`config.mk`:
```
export PLATFORM = sky130hd
export DESIGN_NAME = ramp_engine
export DESIGN_NICKNAME = d
export VERILOG_FILES = /design/src/logic/ramp_pkg.sv /design/src/logic/ramp_engine.sv /design/src/logic/pfd_divider.sv
export SDC_FILE = /design/constraint.sdc
export NUM_CORES = 1
export LEC_CHECK = 0
export ABC_AREA = 1
export BUFFER_PORTS_ARGS = -buffer_cell sky130_fd_sc_hd__buf_2
export CORE_MARGIN = 2
export CORE_UTILIZATION = 40
export DETAILED_ROUTE_END_ITERATION = 10
export PLACE_DENSITY = 0.63
export SYNTH_ARGS = -nofsm -noshare
export SYNTH_HDL_FRONTEND = slang
export SYNTH_SLANG_ARGS = --single-unit
```
`constraint.sdc`:
```
create_clock -name CLOCK_IN -period 5 [get_ports CLOCK_IN]
set_input_delay 1 -clock CLOCK_IN [delete_from_list [all_inputs] [get_ports CLOCK_IN]]
set_output_delay 1 -clock CLOCK_IN [all_outputs]
set_load 0.01 [all_outputs]
```
`src/logic/ramp_pkg.sv`:
```
// Purpose: Shared constants and carriers for the frequency ramp engine.
// Assumes: 32-bit APB registers, one aligned word each.
// Notes:   Serial-word images are stored whole, except deviation and step words; fields are picked here.
package ramp_pkg;
	// Register byte offsets
	localparam logic [7:0] OFF_INT_FRAC   = 8'h00;
	localparam logic [7:0] OFF_LOW_FRAC   = 8'h04;
	localparam logic [7:0] OFF_REF_DIV    = 8'h08;
	localparam logic [7:0] OFF_FUNCTION   = 8'h0C;
	localparam logic [7:0] OFF_TEST       = 8'h10;
	localparam logic [7:0] OFF_DEVIATION  = 8'h14;
	localparam logic [7:0] OFF_STEP       = 8'h18;
	localparam logic [7:0] OFF_DELAY      = 8'h1C;
	localparam logic [7:0] OFF_STATUS     = 8'h20;
	localparam logic [7:0] OFF_DIVIDE     = 8'h24;
	localparam logic [7:0] OFF_FRAC_OUT   = 8'h28;
	localparam logic [7:0] OFF_CSR_CTRL   = 8'h2C;
	localparam logic [7:0] OFF_SERIAL     = 8'h30;
	// Field positions
	localparam int SEL_LSB       = 0;
	localparam int RAMP_START    = 31;
	localparam int INT_LSB       = 15;
	localparam int FRAC_HI_LSB   = 3;
	localparam int FRAC_LO_LSB   = 15;
	localparam int CSR_EN_BIT    = 28;
	localparam int REF_DBL_BIT   = 20;
	localparam int REF_DIV2_BIT  = 21;
	localparam int REF_R_LSB     = 15;
	localparam int MOD_LSB       = 3;
	localparam int MODE_LSB      = 10;
	localparam int PSK_EN_BIT    = 9;
	localparam int FSK_EN_BIT    = 8;
	localparam int PD_POL_BIT    = 6;
	localparam int CLKDIV_LSB    = 7;
	localparam int WORD_SEL_BIT  = 23;
	localparam int SHIFT_LSB     = 19;
	localparam int DEV_LSB       = 3;
	localparam int STEP_LSB      = 3;
	// Widths
	localparam int INT_W    = 16;
	localparam int FRAC_W   = 25;
	localparam int FRAC_HI_W = 12;
	localparam int FRAC_LO_W = 13;
	localparam int DEV_W    = 16;
	localparam int SHIFT_W  = 4;
	localparam int TIMER_W  = 12;
	localparam int STEP_W   = 20;
	localparam int CELLS    = 7;
	localparam int N_W      = INT_W + FRAC_W;
	localparam logic [2:0] ADDR_DELAY = 3'h7;
	localparam logic [31:0] RESET_WORD = 32'h00000000;

	typedef enum logic [1:0] {
		MODE_SAW_CONT = 2'h0,
		MODE_TRIANGLE = 2'h1,
		MODE_SAW_ONCE = 2'h2,
		MODE_RAMP_ONCE = 2'h3
	} ramp_mode_t;

	typedef enum {ST_IDLE, ST_UP, ST_DOWN, ST_HOLD} ramp_state_t;

	typedef struct packed {
		logic        psel;
		logic        penable;
		logic        pwrite;
		logic [7:0]  paddr;
		logic [31:0] pwdata;
	} apb_req_t;

	typedef struct packed {
		logic        pready;
		logic        pslverr;
		logic [31:0] prdata;
	} apb_rsp_t;
endpackage : ramp_pkg

```
`src/logic/ramp_engine.sv`:
```
// Purpose: Divide-value engine: fractional word, keying, ramps, slip cells.
// Assumes: APB slave; serial words are written whole to the serial port.
// Notes:   All ramp timing advances only on the detector enable pulse.
//
// Added by the designer: the APB interface to the registers and the address map.
`timescale 1ns/1ps
// Function
// - Divide ratio is integer plus fraction over two to the 25.
// - Fraction is upper 12 bits shifted 13 plus lower 13 bits.
// - Detector rate: reference, doubled, divided by R, optionally halved.
// - Slip reduction adds one cell per imminent slip, up to seven.
// - Past the target, extra cells switch off one at a time.
// - Slip reduction enabled by bit 28 of reference register, with polarity bit 6 of function register set.
// - Frequency keying adds or subtracts shifted deviation by data pin.
// - Phase keying selects 0 or 180 degrees from the data pin.
// - Four waveforms: ramp burst, sawtooth burst, sawtooth, triangle.
// - Step interval is product of two 12-bit counts in detector cycles.
// - A 20-bit count sets steps per ramp segment.
// - Ramp burst adds deviation each interval, then holds final value.
// - Sawtooth burst restores initial value an interval after last step.
// - Continuous sawtooth repeats until ramp disabled.
// - Triangle subtracts for same count after rising, repeating.
// - Ramp starts on start bit 31 alone, in whichever mode the field holds.
// - Low three bits of a serial word select the target register.
// - Deviation bit 23 selects first or second deviation word.
module ramp_engine
	import ramp_pkg::*;
#(
	// Extra charge pump cells that slip reduction may switch on
	parameter int CELL_LIMIT = ramp_pkg::CELLS
)
(
	// Clock and reset
	input  wire logic                   CLOCK_IN,
	input  wire logic                   NRST_IN,
	// APB slave
	input  wire ramp_pkg::apb_req_t     APB_REQ_IN,
	output ramp_pkg::apb_rsp_t          APB_RSP_OUT,
	// Reference and modulation pins
	input  wire logic                   REF_TICK_IN,
	input  wire logic                   TX_DATA_IN,
	input  wire logic                   SLIP_IMMINENT_IN,
	input  wire logic                   PAST_TARGET_IN,
	// Divider and loop outputs
	output logic [ramp_pkg::INT_W-1:0]  INT_OUT,
	output logic [ramp_pkg::FRAC_W-1:0] FRAC_OUT,
	output logic                        PHASE_INVERT_OUT,
	output logic [ramp_pkg::CELLS-1:0]  CELL_EN_OUT,
	output logic                        PFD_TICK_OUT
);
	typedef struct packed {
		logic [31:0]      r0, r1, r2, r3, r4;
		logic [DEV_W-1:0] dev0, dev1;
		logic [SHIFT_W-1:0] sh0, sh1;
		logic [STEP_W-1:0] step0, step1;
		logic [31:0]      r7;
		ramp_state_t      st;
		logic [TIMER_W-1:0] t1, t2;
		logic [STEP_W-1:0] steps;
		logic [N_W-1:0]   ramp_n;
		logic [3:0]       cells;
		logic             wait_rep;
		logic             ready;
		logic [31:0]      rdata;
		logic [INT_W-1:0] int_o;
		logic [FRAC_W-1:0] frac_o;
		logic             phase;
		logic [CELLS-1:0] cell_en;
		logic             pfd;
	} eng_state_t;

	eng_state_t s;
	eng_state_t next_s;
	logic       pfd_tick;
	logic [N_W-1:0] base_n;
	logic [N_W-1:0] dev_n;
	logic [N_W-1:0] fsk_n;
	logic [N_W-1:0] out_n;
	logic [31:0] w;
	logic        wr;
	logic        rd;
	logic        running;
	logic        interval_end;
	ramp_mode_t  mode;

	// The thermometer output has room for CELLS cells and no more
	if (CELL_LIMIT < 1 || CELL_LIMIT > CELLS) begin : g_cell_limit
		$error("CELL_LIMIT must lie between 1 and CELLS");
	end
	// The divide word is integer, upper fraction and lower fraction
	if (FRAC_W != FRAC_HI_W + FRAC_LO_W) begin : g_frac_split
		$error("FRAC_W must equal FRAC_HI_W plus FRAC_LO_W");
	end

	pfd_divider i_pfd_divider (
		.clk      (CLOCK_IN),
		.nrst     (NRST_IN),
		.ref_tick (REF_TICK_IN),
		.doubler  (s.r2[REF_DBL_BIT]),
		.div2     (s.r2[REF_DIV2_BIT]),
		.r_div    (s.r2[REF_R_LSB +: 5]),
		.pfd_tick (pfd_tick)
	);

	function automatic logic [N_W-1:0] scaled(input logic [DEV_W-1:0] d,
			input logic [SHIFT_W-1:0] sh);
		logic [N_W-1:0] ext;
		ext = {{(N_W-DEV_W){d[DEV_W-1]}}, d};
		return ext << sh;
	endfunction : scaled

	always_comb begin
		next_s = s;
		w = APB_REQ_IN.pwdata;
		// Taken only while ready is low, so each transfer acts once
		wr = APB_REQ_IN.psel && APB_REQ_IN.penable && APB_REQ_IN.pwrite
			&& !s.ready;
		rd = APB_REQ_IN.psel && APB_REQ_IN.penable && !APB_REQ_IN.pwrite
			&& !s.ready;
		mode = ramp_mode_t'(s.r3[MODE_LSB +: 2]);
		// Mode field is read live; the start bit alone gates the run
		running = s.r0[RAMP_START];
		// Fraction over two to the 25 with the integer above it
		base_n = {s.r0[INT_LSB +: INT_W],
			s.r0[FRAC_HI_LSB +: FRAC_HI_W],
			s.r1[FRAC_LO_LSB +: FRAC_LO_W]};
		dev_n = scaled(s.dev0, s.sh0);
		// Keying uses word 1, so it can ride on a ramp built from word 0
		fsk_n = scaled(s.dev1, s.sh1);

		// Single-cycle APB answer; a second access phase cycle is refused
		next_s.ready = wr || rd;
		if (wr) begin
			if (APB_REQ_IN.paddr == OFF_SERIAL || APB_REQ_IN.paddr[7:5] == 3'h0)
			begin
				// Serial image: low three bits pick the target
				if (APB_REQ_IN.paddr != OFF_SERIAL)
					w[2:0] = APB_REQ_IN.paddr[4:2];
				case (w[2:0])
					3'h0: next_s.r0 = w;
					3'h1: next_s.r1 = w;
					3'h2: next_s.r2 = w;
					3'h3: next_s.r3 = w;
					3'h4: next_s.r4 = w;
					3'h5: begin
						if (w[WORD_SEL_BIT]) begin
							next_s.dev1 = w[DEV_LSB +: DEV_W];
							next_s.sh1 = w[SHIFT_LSB +: SHIFT_W];
						end else begin
							next_s.dev0 = w[DEV_LSB +: DEV_W];
							next_s.sh0 = w[SHIFT_LSB +: SHIFT_W];
						end
					end
					3'h6: begin
						if (w[WORD_SEL_BIT])
							next_s.step1 = w[STEP_LSB +: STEP_W];
						else
							next_s.step0 = w[STEP_LSB +: STEP_W];
					end
					ADDR_DELAY: next_s.r7 = w;
					default: ;
				endcase
			end
		end
		next_s.rdata = 32'h00000000;
		if (rd) begin
			if (APB_REQ_IN.paddr == OFF_INT_FRAC)
				next_s.rdata = s.r0;
			else if (APB_REQ_IN.paddr == OFF_LOW_FRAC)
				next_s.rdata = s.r1;
			else if (APB_REQ_IN.paddr == OFF_REF_DIV)
				next_s.rdata = s.r2;
			else if (APB_REQ_IN.paddr == OFF_FUNCTION)
				next_s.rdata = s.r3;
			else if (APB_REQ_IN.paddr == OFF_TEST)
				next_s.rdata = s.r4;
			else if (APB_REQ_IN.paddr == OFF_DEVIATION)
				next_s.rdata = {9'h000, s.sh0, s.dev0, 3'h5};
			else if (APB_REQ_IN.paddr == OFF_STEP)
				next_s.rdata = {9'h000, s.step0, 3'h6};
			else if (APB_REQ_IN.paddr == OFF_DELAY)
				next_s.rdata = s.r7;
			else if (APB_REQ_IN.paddr == OFF_STATUS)
				next_s.rdata = {s.steps, 4'h0, s.cells,
					2'(s.st), 1'b0, running};
			else if (APB_REQ_IN.paddr == OFF_DIVIDE)
				next_s.rdata = {16'h0000, s.int_o};
			else if (APB_REQ_IN.paddr == OFF_FRAC_OUT)
				next_s.rdata = {7'h00, s.frac_o};
			else if (APB_REQ_IN.paddr == OFF_CSR_CTRL)
				next_s.rdata = {25'h0000000, s.cell_en};
		end

		// Ramp timer: first count nested inside second count
		interval_end = pfd_tick && s.t1 + 12'h001 >= s.r2[MOD_LSB +: TIMER_W]
			&& s.t2 + 12'h001 >= s.r4[CLKDIV_LSB +: TIMER_W];
		if (!running) begin
			next_s.st = ST_IDLE;
			next_s.t1 = '0;
			next_s.t2 = '0;
			next_s.steps = '0;
			next_s.ramp_n = '0;
			next_s.wait_rep = 1'b0;
		end else if (s.st == ST_IDLE) begin
			next_s.st = ST_UP;
			next_s.t1 = '0;
			next_s.t2 = '0;
			next_s.steps = '0;
			next_s.ramp_n = '0;
		// Hold freezes the timer; a new run needs the start bit cleared
		end else if (pfd_tick && s.st != ST_HOLD) begin
			if (interval_end) begin
				next_s.t1 = '0;
				next_s.t2 = '0;
			end else if (s.t1 + 12'h001 >= s.r2[MOD_LSB +: TIMER_W]) begin
				next_s.t1 = '0;
				next_s.t2 = s.t2 + 12'h001;
			end else begin
				next_s.t1 = s.t1 + 12'h001;
			end
			if (interval_end) begin
				if (s.wait_rep) begin
					// Interval after the last step: back to the start
					next_s.wait_rep = 1'b0;
					next_s.ramp_n = '0;
					next_s.steps = '0;
					next_s.st = (mode == MODE_SAW_CONT) ? ST_UP
						: ST_HOLD;
				end else if (s.st == ST_UP) begin
					next_s.ramp_n = s.ramp_n + dev_n;
					next_s.steps = s.steps + 20'h00001;
					if (s.steps + 20'h00001 >= s.step0) begin
						next_s.steps = '0;
						case (mode)
							MODE_TRIANGLE: next_s.st = ST_DOWN;
							MODE_RAMP_ONCE: next_s.st = ST_HOLD;
							default: next_s.wait_rep = 1'b1;
						endcase
					end
				end else begin
					next_s.ramp_n = s.ramp_n - dev_n;
					next_s.steps = s.steps + 20'h00001;
					if (s.steps + 20'h00001 >= s.step0) begin
						next_s.steps = '0;
						next_s.st = ST_UP;
					end
				end
			end
		end

		// Keying on the data pin around the programmed centre
		out_n = base_n + s.ramp_n;
		if (s.r3[FSK_EN_BIT])
			out_n = TX_DATA_IN ? out_n + fsk_n : out_n - fsk_n;
		next_s.int_o = out_n[N_W-1 -: INT_W];
		next_s.frac_o = out_n[FRAC_W-1:0];
		next_s.phase = s.r3[PSK_EN_BIT] && TX_DATA_IN;

		// Extra charge pump cells, counted up and down one per cycle
		// Slip cells only work with positive detector polarity.
		// Past target wins over slip: more current would only overshoot.
		if (!s.r2[CSR_EN_BIT] || !s.r3[PD_POL_BIT]) begin
			next_s.cells = 4'h0;
		end else if (PAST_TARGET_IN) begin
			if (s.cells != 4'h0)
				next_s.cells = s.cells - 4'h1;
		end else if (SLIP_IMMINENT_IN && s.cells < 4'(CELL_LIMIT)) begin
			next_s.cells = s.cells + 4'h1;
		end
		// Thermometer code: cell n is on only while cells below it are on
		next_s.cell_en = CELLS'((8'h01 << next_s.cells) - 8'h01);
		// Detector pulse shown one cycle late, in step with other outputs
		next_s.pfd = pfd_tick;
	end

	// Synchronous reset clears every register image and every output
	always_ff @(posedge CLOCK_IN) begin
		if (!NRST_IN) begin
			s <= '0;
			s.st <= ST_IDLE;
		end else begin
			s <= next_s;
		end
	end

	// Every output but pslverr, which is tied low, is a flip-flop of the state image
	always_comb begin
		APB_RSP_OUT.pready = s.ready;
		APB_RSP_OUT.pslverr = 1'b0;
		APB_RSP_OUT.prdata = s.rdata;
		INT_OUT = s.int_o;
		FRAC_OUT = s.frac_o;
		PHASE_INVERT_OUT = s.phase;
		CELL_EN_OUT = s.cell_en;
		PFD_TICK_OUT = s.pfd;
	end
endmodule : ramp_engine

```
`src/logic/pfd_divider.sv`:
```
// Purpose: Derives the detector-rate enable pulse from the reference tick.
// Assumes: Reference arrives as a one-cycle pulse at a steady rate.
// Notes:   Ratio is (R x (1+T)) / (1+D) reference ticks per pulse.
`timescale 1ns/1ps
module pfd_divider (
	// Clock and reset
	input  wire logic       clk,
	input  wire logic       nrst,
	// Reference tick and settings
	input  wire logic       ref_tick,
	input  wire logic       doubler,
	input  wire logic       div2,
	input  wire logic [4:0] r_div,
	// Detector enable
	output logic            pfd_tick
);
	typedef struct packed {
		logic [6:0] cnt;
		logic [7:0] since;
		logic [7:0] half;
		logic       tick;
	} div_state_t;

	div_state_t s;
	div_state_t next_s;
	logic [6:0] span;
	logic       mid;

	always_comb begin
		// R of zero means 32; the halving stage doubles the count
		span = {2'h0, (r_div == 5'h00) ? 5'h1F : r_div - 5'h01} + 7'h01;
		if (div2)
			span = {span[5:0], 1'b0};
		// Doubler: a second event half a measured reference period later.
		// A reference slower than 256 clocks saturates the measurement.
		mid = doubler && s.half != 8'h00 && s.since + 8'h01 == s.half;
		next_s = s;
		next_s.tick = 1'b0;
		if (ref_tick) begin
			next_s.since = 8'h00;
			next_s.half = {1'b0, s.since[7:1]} + {7'h00, s.since[0]};
		end else if (s.since != 8'hFF) begin
			next_s.since = s.since + 8'h01;
		end
		if (ref_tick || mid) begin
			if (s.cnt + 7'h01 >= span) begin
				next_s.cnt = 7'h00;
				next_s.tick = 1'b1;
			end else begin
				next_s.cnt = s.cnt + 7'h01;
			end
		end
	end

	always_ff @(posedge clk) begin
		if (!nrst)
			s <= '0;
		else
			s <= next_s;
	end

	assign pfd_tick = s.tick;
endmodule : pfd_divider

```
## Yosys cells after proc, flatten, opt, wreduce, memory -nomap -nowiden

Index checks and enable logic that the tools add are counted.

| cells by class | value |
|---|---|
| add/subtract/negate cells | 16 |
| order comparisons | 5 |
| equality and inequality tests | 28 |
| shift operators | 3 |
| mux-type cells | 45 |
| bitwise gates (word level) | 4 |
| reduce and logical (&&, ||, !) cells | 53 |

Operator list:

| cell | number |
|---|---|
| $mux W32 | 13 |
| $mux W86 | 2 |
| $add A41 B41 Y41 | 3 |
| $mux W41 | 3 |
| $mux W61 | 2 |
| $shl A41 B4 Y41 | 2 |
| $sub A41 B41 Y41 | 2 |
| $pmux W32 S2 | 1 |
| $mux W25 | 2 |
| $eq A8 B6 Y1 const B | 5 |
| $eq A32 B2 Y1 const B | 1 |
| $eq A8 B5 Y1 const B | 4 |
| $logic_not A32 Y1 | 1 |
| $ne A32 B3 Y1 const B | 1 |
| $add A12 B1 Y12 const B | 2 |
| $ge A12 B12 Y1 | 2 |
| $mux W12 | 2 |
| $mux W24 | 1 |
| $mux W7 | 3 |
| $reduce_and A3 Y1 | 7 |
| $add A20 B1 Y20 const B | 1 |
| $ge A20 B20 Y1 | 1 |
| $mux W20 | 1 |
| $reduce_and A4 Y1 | 5 |
| other kinds (43) | 87 |

| storage, ports and cells | value |
|---|---|
| bits in registers | 481 |
| input port bits | 49 |

## Longest topological paths before layout

| depth | value |
|---|---|
| depth in word-level cells | 13 |
| mapped depth | 34 |
| gate-level depth less buffers | 32 |

## Cells and area by module

Synthesis repeated with hierarchy kept, for this count alone.

| unflattened totals | value |
|---|---|
| cell total of the unflattened synthesis | 4,885 |
| area total of the unflattened synthesis | 31,755.5 um^2 |

Modules (own cells, without submodules):

| module | times used | cells an instance | area an instance (um^2) | seq. area each (um^2) |
|---|---|---|---|---|
| ramp_engine | 1 | 4,626 | 29,981.3 | 8,548.2 |
| pfd_divider | 1 | 259 | 1,774.2 | 480.5 |

## Worst setup path before layout

OpenSTA, ideal clock, no wires.

| timing path | value |
|---|---|
| path kind | register to register |
| start point | register s[88] (netlist bit) |
| end point | register s, in the netlist INT_OUT[7] |
| library setup time | 0.129 ns |
| arrival | 3.523 ns |
| data required time | 4.871 ns |
| path slack | 1.348 ns |
| stages on the path, launching flop included | 25 |
| buffers on the path | 0 |
| clock period less this slack | 3.652 ns |
| cells stage by stage | dfxtp_1 -> ha_1 -> inv_1 -> fa_1 -> inv_1 -> nand3_1 -> nand2_1 -> a21oi_1 -> inv_1 -> nand2_1 -> nand2_1 -> a21oi_1 -> o21ai_0 -> xor2_1 -> ha_1 -> nand2_1 -> nor2_1 -> inv_1 -> nor4_1 -> nand2_1 -> nand4_1 -> nand2_1 -> o21ai_0 -> xnor2_1 -> a21oi_1 |

| between the ends | value |
|---|---|
| word-level cells in the longest chain between the ends | 4 |
| elaborated cells on any way between the ends | 5 |
| classes of those cells | add/sub (3); mux (2) |

Ends and longest elaborated chain:

| element | line | source |
|---|---|---|
| start: declaration | ramp_engine.sv:72 | `eng_state_t s;` |
| start signal: assignment | ramp_engine.sv:282 | `s <= next_s;` |
| $add A41 B41 Y41 (*) | ramp_engine.sv:252 | `out_n = base_n + s.ramp_n;` |
| $sub A41 B41 Y41 or $add A41 B41 Y41 (tied branches) | ramp_engine.sv:254 | `out_n = TX_DATA_IN ? out_n + fsk_n : out_n - fsk_n;` |
| $mux W41 | ramp_engine.sv:254 |  |
| $mux W41 (*) | ramp_engine.sv:253 | `if (s.r3[FSK_EN_BIT])` |

Every way passes the cells marked *; elsewhere a longest branch is shown, timed or not.
A chain may end at the register's enable or synchronous reset.

## Final worst setup path

| timing path | value |
|---|---|
| start point | register s, in the netlist base_n[0] |
| end point | register s, in the netlist INT_OUT[2] |

The elaborated chain is that of the path after synthesis.

==> run summary <==
Status - completed
I/O Buffers - 131
CORE AREA - 79260 sq um
Fin. Hold Viols - 0
Pre-CTS WS - 11.99 ps
Post-route clock period utilization - 95.50%
Post-CTS setup buffer count - 0
Worst skew pair latency - 650 ps
CTS tree - done
Final Setup Violations - 0
Maxcap violations - 0
WL/cell - 21.02 um
Post-Syn Nets - 5122
RSZ-0062 raised after global routing - false
Skew final - 41.46 ps
DP Cell Count - 5873
Via count - 33210
Grt ovf - 0
WP data arrival - 5290 ps
Global-route wire length before repair - 188.2 mm
Cts-stage hold buffer count - 0
Max Slew Vio Count - 0
Critical Path Sink Type - flip-flop
Starting DRT DRC Count - 3708
Cells after synthesis - 4886
DRT Pass-1 Iters - 7
Layout cell share with drive strength beyond 1 - 9.774%
Syn_area_per_cell - 6.582 sq um
I/O Pins - 133
Critical path required time - 5520 ps
Root buffer cell - clkbuf_16
Vias per cell - 5.561
Most frequent cells in the layout - nand2_1 (896), nor2_1 (628), inv_1 (528)
Largest net degree at the start of global routing - 219
FF/Latch Area - 9032 sq um
Area Growth Syn to Fin - 9.353%
Total Wirelength - 125.6 mm
Final core occ - 44.37%
Die width - 287.5 um
Most common cell after layout, fill and taps aside - nand2_1
Leakage - 0.01619 uW
Final WS setup - 224.8 ps
Max-slew headroom - 21.10%
Achievable Freq - 0.2094 GHz
Cell Rows - 103
Tmin final - 4775 ps
DRC - 0
Ys Warns - 0
Gpl congestion - 0.9823
Setup TNS - 0 ps
CTS Buf Count - 53
Multi-input gate area - 19530 sq um
Ys flop type - dfxtp_1
Pwr Density - 231.5 nW/um^2
Die height - 287.5 um
CTS Sinks - 451
Final non-filler cell total - 5972
Post-synthesis cell area - 32160 sq um
Ys async rst share - 0%
Critical Path Fanout Max - 6
Register area share after synthesis - 28.07%
Vias in the first global route - 30530
DP Wirelength - 98.75 mm
Tightest Pin Transition - 1183 ps
Reg clk slew, reported paths - 60 ps
DIE AREA - 82680 sq um
CP Class - flip-flop to flip-flop
CTS max path bufs - 3
Critical Path Start Type - flip-flop
Number of synthesized flops with an enable pin - 0
H-tree Lvls - 2
Hold crit path type - flip-flop to flip-flop
Yosys reg bits - 451
Nets - 5114
VDD IR max - 0.2652 mV
All-layer global routing usage - 29.57%
Netlist cell types - 70
DRT antenna net count - 0
Initial Util - 40.58%
Layout fillers - 8414
Initial antenna violation count - 1
==> through the flow <==
stage,instance area [sq um],total power [uW],hold WS [ps]
2_1_floorplan,32160,3932,411.9
3_3_place_gp,33290,4074,418.6
3_5_place_dp,33290,4076,422.8
4_1_cts,35150,8194,431.1
5_1_grt,35170,8366,448.0
6_report,35170,8140,432.0
==> synthesized netlist by cell type (28+ instances only) <==
cell / n / area [sq um]
o2111ai_1: 28 / 245.2
xor2_1: 138 / 1209
a31oi_1: 55 / 344.1
o211ai_1: 37 / 277.8
dfxtp_1: 451 / 9029
nand2_1: 896 / 3363
o21ai_0: 415 / 2077
nand4_1: 60 / 375.4
a21oi_1: 460 / 2302
buf_2: 34 / 170.2
nand3_2: 40 / 400.4
nand2_2: 36 / 225.2
ha_1: 184 / 2302
nor3_1: 46 / 230.2
clkbuf_1: 131 / 491.7
buf_4: 88 / 660.6
nor2_1: 633 / 2376
xnor2_1: 57 / 499.2
inv_1: 528 / 1982
nand3_1: 264 / 1321
==> worst max-delay path, cell delays in order, from the launching register on <==
cell      delay [ps]
dfxtp_1          440
ha_1             230
inv_1             60
fa_1             390
inv_1            150
nand3_1           90
nand2_1          130
a21oi_1          120
inv_1            180
nand2_1           70
nand2_1          140
a21oi_1          130
o21ai_2          230
nand3_1          150
nand3_1          130
nand2_1           70
ha_1             360
a21oi_1          260
inv_1             70
a31oi_1          330
o21ai_0          220
o21bai_1         260
xnor2_1          160
a21oi_1           90
buf_4            210
==> sequential cells by signal, indices dropped and copies added, names as in the netlist <==
name and count:
PHASE_INVERT_OUT 1, APB_RSP_OUT 33, INT_OUT 16, s 300, i_pfd_divider.pfd_tick 1, FRAC_OUT 25, CELL_EN_OUT 7, mode 2
base_n 41, PFD_TICK_OUT 1, i_pfd_divider.s 23, running 1
==> per-layer routing <==
| layer | GRT usage, % | routed length (um) | up-vias |
|---|---|---|---|
| met3 | 4.794 | 10890 | 252 |
| met4 | 14.48 | 6788 | 0 |
| met2 | 43.82 | 52310 | 1429 |
| met5 | 0 | 0 | - |
| met1 | 41.38 | 55570 | 15410 |
| li1 | - | - | 16120 |
==> final timing paths <==
path | startpoint | cells past startpoint | endpoint | slack (ps)
worst max-delay path | base_n[0]$_SDFFE_PN0P_ | 24 | INT_OUT[2]$_SDFF_PN0_ | 220
worst min-delay path | s[446]$_SDFFE_PN0P_ | 2 | s[446]$_SDFFE_PN0P_ | 430
worst max register to register | base_n[0]$_SDFFE_PN0P_ | 24 | INT_OUT[2]$_SDFF_PN0_ | 220
worst min register to register | s[446]$_SDFFE_PN0P_ | 2 | s[446]$_SDFFE_PN0P_ | 430
==> what timing repair did <==
item	CTS	global route
cloned	0	0
endpoints found under the setup margin	1	16
gates resized for setup	1	7
==> power by group <==
part           internal (uW)  switching (uW)  total [uW]
sequential              3600            9.47        3610
clock                   2380            1750        4130
combinational            109             286         396
total                   6090            2040        8140
==> cell type report <==
type,count,share of cell area (%)
Clock inverter,25,0.9784
Multi-Input combinational cell,3596,55.54
Sequential cell,451,25.68
Inverter,558,6.006
Timing Repair Buffer,218,3.775
Clock buffer,73,4.269
Antenna cell,1,0.007116
Tap cell,1050,3.736
==> cells by family after synthesis <==
group                      share of synthesized area, %
buffers and inverters                             11.30
adders and majority gates                         7.345
AOI/OAI and AO/OA                                 20.08
other                                           0.01166
xor gates and xnor gates                          5.311
and+or+nand+nor                                   27.88
DFF                                               28.07
Power figures use the tool's default switching activity.
